[src/logic/ext_irq_pkg.sv]
// External pin interrupt unit: register map, field layout, vectors.
// Assumes an 8-bit register port at byte offsets and one 200 MHz clock.
package ext_irq_pkg;

    // ------------------------------------------------------------
    // Register map
    // ------------------------------------------------------------
    localparam logic [15:0] ADDR_CTRL_CH0_CH1 = 16'h7fd8;
    localparam logic [15:0] ADDR_CTRL_CH2_CH3 = 16'h7fd9;
    localparam logic [15:0] ADDR_CTRL_CH4_CH5 = 16'h7fda;
    localparam logic [15:0] ADDR_CTRL_CH6_CH7 = 16'h7fdb;
    localparam logic [15:0] ADDR_IRQ_STATUS   = 16'h7fdc;
    localparam logic [15:0] ADDR_IRQ_MASK     = 16'h7fdd;
    localparam logic [7:0]  CTRL_RESET        = 8'h00;
    localparam logic [7:0]  MASK_RESET        = 8'h00;
    localparam logic [7:0]  UNMAPPED_READ     = 8'h00;

    // ------------------------------------------------------------
    // Field layout inside a control register
    // ------------------------------------------------------------
    localparam int ODD_MODE_LSB  = 6;
    localparam int ODD_FLAG_BIT  = 5;
    localparam int ODD_EN_BIT    = 4;
    localparam int EVEN_MODE_LSB = 2;
    localparam int EVEN_FLAG_BIT = 1;
    localparam int EVEN_EN_BIT   = 0;
    localparam int NUM_CH        = 8;

    typedef enum logic [1:0]
    {
        MODE_OFF   = 2'b00,
        MODE_LEVEL = 2'b01,
        MODE_EDGE  = 2'b10,
        MODE_BOTH  = 2'b11
    } detect_mode_t;

    // ------------------------------------------------------------
    // Request vectors per channel
    // ------------------------------------------------------------
    localparam logic [15:0] VEC_CH0 = 16'h800c;
    localparam logic [15:0] VEC_CH1 = 16'h8014;
    localparam logic [15:0] VEC_CH2 = 16'h8018;
    localparam logic [15:0] VEC_CH3 = 16'h801c;
    localparam logic [15:0] VEC_CH4 = 16'h8020;
    localparam logic [15:0] VEC_CH5 = 16'h8024;
    localparam logic [15:0] VEC_CH6 = 16'h8034;
    localparam logic [15:0] VEC_CH7 = 16'h8038;
    localparam logic [15:0] VEC_NONE = 16'h0000;

endpackage

[src/logic/ext_pin_irq_unit.sv]
// External pin interrupt unit: eight pin channels with mode, flag, enable.
// Assumes port settings are synchronous inputs; pins are synchronised in two flops; one clock domain.
`timescale 1ns/100ps

// Operation
// Four 8-bit control registers each hold mode, flag and enable for an odd and an even channel.
// Mode 00 detects nothing, 01 a low level, 10 a falling edge, 11 both edges, polarity applied first.
// A channel flag sets when its polarity-adjusted input meets the selected mode condition.
// Flags are never cleared by hardware; software clears them by writing the register.
// Release and channel request are high while that channel's flag and enable are both one.
// Channels 0, 1 and 2 request vectors 800c, 8014 and 8018.
// Channels 3, 4 and 5 request vectors 801c, 8020 and 8024.
// Channels 6 and 7 request vectors 8034 and 8038.
// Port bits all 0 or all 1 give normal polarity; select A 0 with the other three 1 inverts.
// Channels 0 to 3 use port 3 bits 0 to 3.
// Channels 4 and 5 use port 2 bits 0 and 1.
// Channels 6 and 7 use port 4 bits 0 and 1.
// In hold a return edge to the entry level cannot set a flag, so wake channels use both edges; the code blocks it in falling-edge mode only.
// The release from hold goes to halt on the RC oscillator, and acceptance resumes normal run.
// Each pin is synchronised by two flops and edges compare current and previous samples.
// In level mode the flag is set again each cycle the level persists.
module ext_pin_irq_unit
    import ext_irq_pkg::*;
(
    // Clock and reset
    input  wire logic        i_mclk,
    input  wire logic        i_nrst,
    // Register port
    input  wire logic [15:0] i_addr,
    input  wire logic [7:0]  i_wdata,
    input  wire logic        i_wr,
    input  wire logic        i_rd,
    output logic      [7:0]  o_rdata,
    // Pins
    input  wire logic [3:0]  i_port3_pin,
    input  wire logic [1:0]  i_port2_pin,
    input  wire logic [1:0]  i_port4_pin,
    // Port configuration
    input  wire logic [3:0]  i_port3_function_select_a,
    input  wire logic [3:0]  i_port3_function_select_b,
    input  wire logic [3:0]  i_port3_output_latch,
    input  wire logic [3:0]  i_port3_direction,
    input  wire logic [1:0]  i_port2_function_select_a,
    input  wire logic [1:0]  i_port2_function_select_b,
    input  wire logic [1:0]  i_port2_output_latch,
    input  wire logic [1:0]  i_port2_direction,
    input  wire logic [1:0]  i_port4_function_select_a,
    input  wire logic [1:0]  i_port4_function_select_b,
    input  wire logic [1:0]  i_port4_output_latch,
    input  wire logic [1:0]  i_port4_direction,
    // Low-power state
    input  wire logic        i_hold_active,
    input  wire logic        i_irq_accept,
    // Requests and release
    output logic      [7:0]  o_ch_request,
    output logic      [15:0] o_vector,
    output logic             o_hold_release,
    output logic             o_halt_on_rc,
    output logic             o_irq
);

    // ------------------------------------------------------------
    // State
    // ------------------------------------------------------------
    typedef struct packed {
        logic [NUM_CH-1:0]   sync1;
        logic [NUM_CH-1:0]   sync2;
        logic [NUM_CH-1:0]   prev;
        logic [NUM_CH-1:0]   entry_level;
        logic                hold_seen;
        logic [NUM_CH*2-1:0] mode;
        logic [NUM_CH-1:0]   flag;
        logic [NUM_CH-1:0]   enable;
        logic [NUM_CH-1:0]   status;
        logic [NUM_CH-1:0]   mask;
        logic [7:0]          rdata;
        logic [NUM_CH-1:0]   request;
        logic [15:0]         vector;
        logic                release_out;
        logic                halt_rc;
        logic                irq;
    } state_t;

    state_t s_q;
    state_t s_d;

    logic [NUM_CH-1:0] pin_raw;
    logic [NUM_CH-1:0] fsa;
    logic [NUM_CH-1:0] fsb;
    logic [NUM_CH-1:0] lat;
    logic [NUM_CH-1:0] ddr;
    logic [NUM_CH-1:0] invert;
    logic [NUM_CH-1:0] hit;
    logic [NUM_CH-1:0] ctrl_wr;
    logic [NUM_CH-1:0] req_now;

    // ------------------------------------------------------------
    // Pin and polarity selection
    // ------------------------------------------------------------
    assign pin_raw = {i_port4_pin, i_port2_pin, i_port3_pin};
    assign fsa     = {i_port4_function_select_a, i_port2_function_select_a, i_port3_function_select_a};
    assign fsb     = {i_port4_function_select_b, i_port2_function_select_b, i_port3_function_select_b};
    assign lat     = {i_port4_output_latch, i_port2_output_latch, i_port3_output_latch};
    assign ddr     = {i_port4_direction, i_port2_direction, i_port3_direction};

    // ------------------------------------------------------------
    // Per-channel detection
    // ------------------------------------------------------------
    genvar g;
    generate
        for (g = 0; g < NUM_CH; g++)
        begin : g_ch
            logic cur;
            logic old;
            logic blocked;
            // Polarity applied before any detection
            assign invert[g]  = ~fsa[g] & fsb[g] & lat[g] & ddr[g];
            assign cur        = s_q.sync2[g] ^ invert[g];
            assign old        = s_q.prev[g] ^ invert[g];
            // Returning to entry level in hold does not count for a falling edge
            assign blocked    = i_hold_active & s_q.hold_seen & (cur == s_q.entry_level[g]);

            always_comb
            begin
                case (detect_mode_t'(s_q.mode[2*g +: 2]))
                    MODE_OFF:   hit[g] = 1'b0;
                    MODE_LEVEL: hit[g] = ~cur;
                    MODE_EDGE:  hit[g] = old & ~cur & ~blocked;
                    MODE_BOTH:  hit[g] = (old ^ cur);
                    default:    hit[g] = 1'b0;
                endcase
            end

            assign ctrl_wr[g] = i_wr & (i_addr == ADDR_CTRL_CH0_CH1 + 16'(g / 2));
        end
    endgenerate

    // ------------------------------------------------------------
    // Next state
    // ------------------------------------------------------------
    always_comb
    begin
        s_d       = s_q;

        // ----------------------------------------------------------
        // Synchronisers and hold entry
        // ----------------------------------------------------------
        s_d.sync1 = pin_raw;
        s_d.sync2 = s_q.sync1;
        s_d.prev  = s_q.sync2;
        s_d.hold_seen = i_hold_active;
        // Entry level after polarity, taken in the first hold cycle
        if (i_hold_active && !s_q.hold_seen)
        begin
            s_d.entry_level = s_q.sync2 ^ invert;
        end

        // ----------------------------------------------------------
        // Control register writes
        // ----------------------------------------------------------
        for (int c = 0; c < NUM_CH; c++)
        begin
            if (ctrl_wr[c])
            begin
                if (c % 2 == 1)
                begin
                    s_d.mode[2*c +: 2] = i_wdata[ODD_MODE_LSB +: 2];
                    s_d.flag[c]        = i_wdata[ODD_FLAG_BIT];
                    s_d.enable[c]      = i_wdata[ODD_EN_BIT];
                end
                else
                begin
                    s_d.mode[2*c +: 2] = i_wdata[EVEN_MODE_LSB +: 2];
                    s_d.flag[c]        = i_wdata[EVEN_FLAG_BIT];
                    s_d.enable[c]      = i_wdata[EVEN_EN_BIT];
                end
            end
        end

        // ----------------------------------------------------------
        // Source flags and status
        // ----------------------------------------------------------
        for (int c = 0; c < NUM_CH; c++)
        begin
            // Set wins over a software clear
            if (hit[c])
            begin
                s_d.flag[c]   = 1'b1;
                s_d.status[c] = 1'b1;
            end
            // Status bits clear by writing a one
            else if (i_wr && i_addr == ADDR_IRQ_STATUS && i_wdata[c])
            begin
                s_d.status[c] = 1'b0;
            end
        end
        req_now = s_d.flag & s_d.enable;

        // ----------------------------------------------------------
        // Interrupt mask
        // ----------------------------------------------------------
        if (i_wr && i_addr == ADDR_IRQ_MASK)
        begin
            s_d.mask = i_wdata;
        end

        // ----------------------------------------------------------
        // Register read, data stands one cycle
        // ----------------------------------------------------------
        s_d.rdata = UNMAPPED_READ;
        if (i_rd)
        begin
            case (i_addr)
                ADDR_CTRL_CH0_CH1,
                ADDR_CTRL_CH2_CH3,
                ADDR_CTRL_CH4_CH5,
                ADDR_CTRL_CH6_CH7:
                begin
                    for (int p = 0; p < 4; p++)
                    begin
                        if (i_addr == ADDR_CTRL_CH0_CH1 + 16'(p))
                        begin
                            s_d.rdata = {s_q.mode[4*p+2 +: 2], s_q.flag[2*p+1], s_q.enable[2*p+1],
                                         s_q.mode[4*p +: 2], s_q.flag[2*p], s_q.enable[2*p]};
                        end
                    end
                end
                ADDR_IRQ_STATUS: s_d.rdata = s_q.status;
                ADDR_IRQ_MASK:   s_d.rdata = s_q.mask;
                default:         s_d.rdata = UNMAPPED_READ;
            endcase
        end

        // ----------------------------------------------------------
        // Requests, priority to the lowest channel
        // ----------------------------------------------------------
        s_d.request     = req_now;
        s_d.release_out = |req_now;
        s_d.vector      = VEC_NONE;
        for (int v = NUM_CH - 1; v >= 0; v--)
        begin
            if (req_now[v])
            begin
                case (v)
                    0:       s_d.vector = VEC_CH0;
                    1:       s_d.vector = VEC_CH1;
                    2:       s_d.vector = VEC_CH2;
                    3:       s_d.vector = VEC_CH3;
                    4:       s_d.vector = VEC_CH4;
                    5:       s_d.vector = VEC_CH5;
                    6:       s_d.vector = VEC_CH6;
                    default: s_d.vector = VEC_CH7;
                endcase
            end
        end

        // ----------------------------------------------------------
        // Hold release leads to halt on RC until acceptance
        // ----------------------------------------------------------
        if (i_hold_active && |req_now)
        begin
            s_d.halt_rc = 1'b1;
        end
        else if (i_irq_accept)
        begin
            s_d.halt_rc = 1'b0;
        end

        // ----------------------------------------------------------
        // Level interrupt
        // ----------------------------------------------------------
        s_d.irq = |(s_d.status & s_d.mask);
    end

    // ------------------------------------------------------------
    // Registers
    // ------------------------------------------------------------
    always_ff @(posedge i_mclk)
    begin
        if (!i_nrst)
        begin
            s_q        <= '0;
            s_q.mode   <= {(NUM_CH / 2){CTRL_RESET[ODD_MODE_LSB +: 2], CTRL_RESET[EVEN_MODE_LSB +: 2]}};
            s_q.flag   <= {(NUM_CH / 2){CTRL_RESET[ODD_FLAG_BIT], CTRL_RESET[EVEN_FLAG_BIT]}};
            s_q.enable <= {(NUM_CH / 2){CTRL_RESET[ODD_EN_BIT], CTRL_RESET[EVEN_EN_BIT]}};
            s_q.mask   <= MASK_RESET;
            s_q.vector <= VEC_NONE;
            // Pin samples keep moving so no false edge follows reset
            s_q.sync1  <= s_d.sync1;
            s_q.sync2  <= s_d.sync2;
            s_q.prev   <= s_d.prev;
        end
        else
        begin
            s_q <= s_d;
        end
    end

    assign o_rdata        = s_q.rdata;
    assign o_ch_request   = s_q.request;
    assign o_vector       = s_q.vector;
    assign o_hold_release = s_q.release_out;
    assign o_halt_on_rc   = s_q.halt_rc;
    assign o_irq          = s_q.irq;

endmodule

[config.mk]
export PLATFORM = sky130hd
export DESIGN_NAME = ext_pin_irq_unit
export DESIGN_NICKNAME = d
export VERILOG_FILES = /design/src/logic/ext_irq_pkg.sv /design/src/logic/ext_pin_irq_unit.sv
export SDC_FILE = /design/constraint.sdc
export NUM_CORES = 1
export LEC_CHECK = 0
export BUFFER_PORTS_ARGS = -buffer_cell sky130_fd_sc_hd__buf_2
export CAP_MARGIN = 25
export CORE_MARGIN = 2
export CORE_UTILIZATION = 58
export CTS_CLUSTER_DIAMETER = 150
export DETAILED_ROUTE_END_ITERATION = 6
export PLACE_DENSITY = 0.84
export SLEW_MARGIN = 20
export SYNTH_ARGS = -nofsm -noshare
export SYNTH_HDL_FRONTEND = slang
export SYNTH_SLANG_ARGS = --single-unit
[constraint.sdc]
create_clock -name i_mclk -period 4.4 [get_ports i_mclk]
set_clock_uncertainty 0.2 [all_clocks]
set_input_delay 0.22 -clock i_mclk [delete_from_list [all_inputs] [get_ports i_mclk]]
set_output_delay 0.22 -clock i_mclk [all_outputs]
set_load 0.1 [all_outputs]
==> impl_metrics.ini <==
[routing]
dr.pass1.iters = 5
via_count = 3922
drcViolationCount = 0
antenna_left = 0
wl_per_cell_um = 16.1
via_per_inst = 5.73
wirelength_mm = 11.0
drt_iter0_markers = 325

[floorplanning]
die_y_um = 95.0
dieArea_um2 = 9030
std_cell_rows = 33
coreArea_um2 = 8130
ios = 105
die_w_um = 95.0
initial_core_util_pct = 59.1

[synth]
ys_seq_elements = 105
yosysWarningCount = 0
yosysSeqAreaShare_pct = 43.8
synth.area.top_cells = dfxtp_1 44%, mux2i_1 5.4%, buf_4 5.0%, nor2b_1 4.7%, nand2_1 4.5%
async_reset_ff_share_pct = 0
synth-edff-count = 0
syn_area_um2 = 4800
synth_top_area_share_pct = 43.8
yosys_most_used_dff = dfxtp_1
synth.distinct_cells = 60
yosys.area.top_type = dfxtp_1
avgSynthCellArea_um2 = 9.70
syn_inst = 495

[critical_path]
path_class = in -> reg
start_kind = primary input
r2r_start = s_q[83]
r2r_cells = 9
cp_max_fo = 18
worstPathArrival_ns = 3.60
required_ns = 4.46
path_cells = buf_2 -> clkinv_1 -> nor4_4 -> mux2i_1 -> o211ai_1 -> nand2b_2 -> nor4_2 -> o22ai_2 -> dlygate4sd3_1
cp_slowest_cell = nor4_4
worst_r2r_endpoint = o_halt_on_rc
end_kind = flop
critPathMaxStageDelay_ns = 0.68
rrSetupSlack_ns = 1.36

[clocking]
clkLatencyLatePin_ns = 0.36
cts_sinks = 105
clockBufferDepth = 2
cts_tree = yes
cts-root-buf = clkbuf_8
numCtsBuffers = 9
clk_pin_slew_ns = 0.10
htreeDepth = 3
cts_setup_buffers = 0

[layout]
drive_gt1_share_pct = 23.7
area_growth_pct = 14.3
final_nets = 644
fin_util_pct = 67.5
fin_area_um2 = 5490
diodes = 0

[power]
power.density_nw_per_um2 = 309
ir_worst_vdd_uv = 259
p_leak_nw = 2.28

[outcome]
status = completed

[hold_path]
hp-class = in -> reg
min_to = s_q[61]
hp-start = i_wdata[1]
whs_path_depth = 3

[placement]
port_buffers = 93
dpl_cell_area_um2 = 5120
finalWeightedCongestion = 0.913
dp_hpwl_mm = 7.92

[flow_run]
max_cap_violations = 0

[sta]
finalHoldViolations = 0
hold_slack_ns = 0.0200
final_max_slew_viol_count = 0
worstMarginPinSlew_ns = 0.894
min_period_ns = 3.55
relSlewSlack_pct = 40.1
setup_viol = 0
period_share_pct = 80.6
tns_ns = 0
rsz0062_at_grt = no
timing.fmax_ghz = 0.282

[global_route]
grt_pass1_vias = 3551
antenna_found_initial = 0
grt_pass1_wl_mm = 17.0
grt_max_degree = 73
grtUsageTotal_pct = 24.6
grt-ovfl-total = 0
## flip-flops by register name, summed over array words and instances, names as in the netlist
register        flops
s_q                65
s_d                16
o_ch_request        8
o_rdata             8
o_vector            5
o_halt_on_rc        1
o_hold_release      1
o_irq               1
## layout by cell type (no fill, tap or decap), types with 5 or more instances in the layout
cell,count
dfxtp_1,105
buf_2,93
nand2_1,58
nor2b_1,35
mux2i_1,26
dlygate4sd3_1,16
a21oi_1,15
and2_1,13
nor2_1,12
a21boi_0,11
conb_1,11
inv_1,10
nand3_1,9
o21ai_0,9
o211a_1,9
clkbuf_8,9
nand4b_1,8
xor2_1,8
nand4_1,8
and3_1,8
mux4_2,8
o211ai_1,7
xnor2_1,6
nor3_1,6
a222oi_1,5
## timing repair
| item | 4_1_cts | 5_1_grt |
|---|---|---|
| resized for setup | 0 | 0 |
| hold buffers | 16 | 0 |
| hold endpoints to repair | 20 | 0 |
## cell families (layout without fill, tap and decap cells)
logic type | after synthesis | count (layout) | share of synthesized area, %
simple gates | 191 | 191 | 23.3
flops | 105 | 105 | 43.8
buf+inv | 64 | 138 | 7.55
compound gates | 82 | 82 | 12.7
other cells | 1 | 11 | 0.0781
mux | 38 | 38 | 10.1
xor+xnor | 14 | 14 | 2.55
## worst max path at each step
| stage | start | endpoint | slack, ns | cells after the start |
|---|---|---|---|---|
| 2_1_floorplan | i_addr[9] | o_halt_on_rc | 1.67 | 9 |
| 3_5_place_dp | i_addr[0] | o_halt_on_rc | 1.07 | 8 |
| 5_1_grt | i_addr[0] | o_halt_on_rc | 0.64 | 9 |
| 6_report | i_addr[0] | o_halt_on_rc | 0.85 | 9 |
| 4_1_cts | i_addr[0] | o_halt_on_rc | 0.89 | 9 |
| 3_3_place_gp | i_addr[0] | o_halt_on_rc | 1.22 | 8 |
## cells in the mapped netlist, types with 2 or more instances
library cell and n:
and3_1 8, nand4b_1 8, nor3b_1 4, nand2_1 58
clkbuf_1 15, nand3_1 9, o41ai_1 2, nor2_1 12
buf_1 4, or4_1 2, nor4_4 2, a21oi_1 15
o211ai_1 7, and3b_1 4, nor4_2 2, o32ai_1 2
nor2b_1 36, buf_4 32, and2_1 13, o221ai_1 4
o211a_1 9, or3_1 2, o22ai_1 4, o21ai_0 9
xor2_1 8, nor3_1 6, o21a_1 3, dfxtp_1 105
inv_1 10, nand2b_1 2, mux2i_1 26, a222oi_1 5
o31ai_1 2, buf_2 2, nand3b_1 4, mux4_2 8
nor3_2 2, xnor2_1 6, nand4_1 8, or3b_2 2
a21boi_0 11, mux2_2 4
## per-layer routing
layer / track usage (%) / wire length, µm
met1: 32.2 / 4630
met2: 41.3 / 5380
met3: 3.19 / 799
met4: 9.78 / 219
met5: 0 / 0
## area by class of cell
type                            count  area [µm²]
Sequential cell                   105        2100
Timing Repair Buffer              111         661
Multi-Input combinational cell    336        2380
Clock buffer                       10         128
Clock inverter                      6        50.0
Tap cell                          105         131
Fill cell                         650        2640
Inverter                           11        41.3
## critical path, delay by kind of cell
family | cells | cell delay [ns]
buffers and inverters | 3 | 1.42
AND/OR/NAND/NOR | 3 | 1.35
multiplexers | 1 | 0.33
AO/OA/AOI/OAI | 2 | 0.27
## power breakdown
part | leakage (nW) | total, mW | internal (mW) | switching, mW
sequential | 0.857 | 0.980 | 0.968 | 0.0119
clock | 0.0892 | 0.558 | 0.215 | 0.343
combinational | 1.34 | 0.161 | 0.0619 | 0.0995
total | 2.28 | 1.70 | 1.24 | 0.454
## metrics by stage
| stage | instances | setup WS (ns) | power (mW) |
|---|---|---|---|
| after floorplan | 505 | 1.67 | 1.11 |
| after global placement | 651 | 1.22 | 1.14 |
| after detailed placement | 651 | 1.07 | 1.15 |
| after CTS | 683 | 0.890 | 1.70 |
| after global routing | 684 | 0.642 | 1.76 |
| final | 684 | 0.853 | 1.70 |
Note: power is estimated with default switching activity, not from simulation.
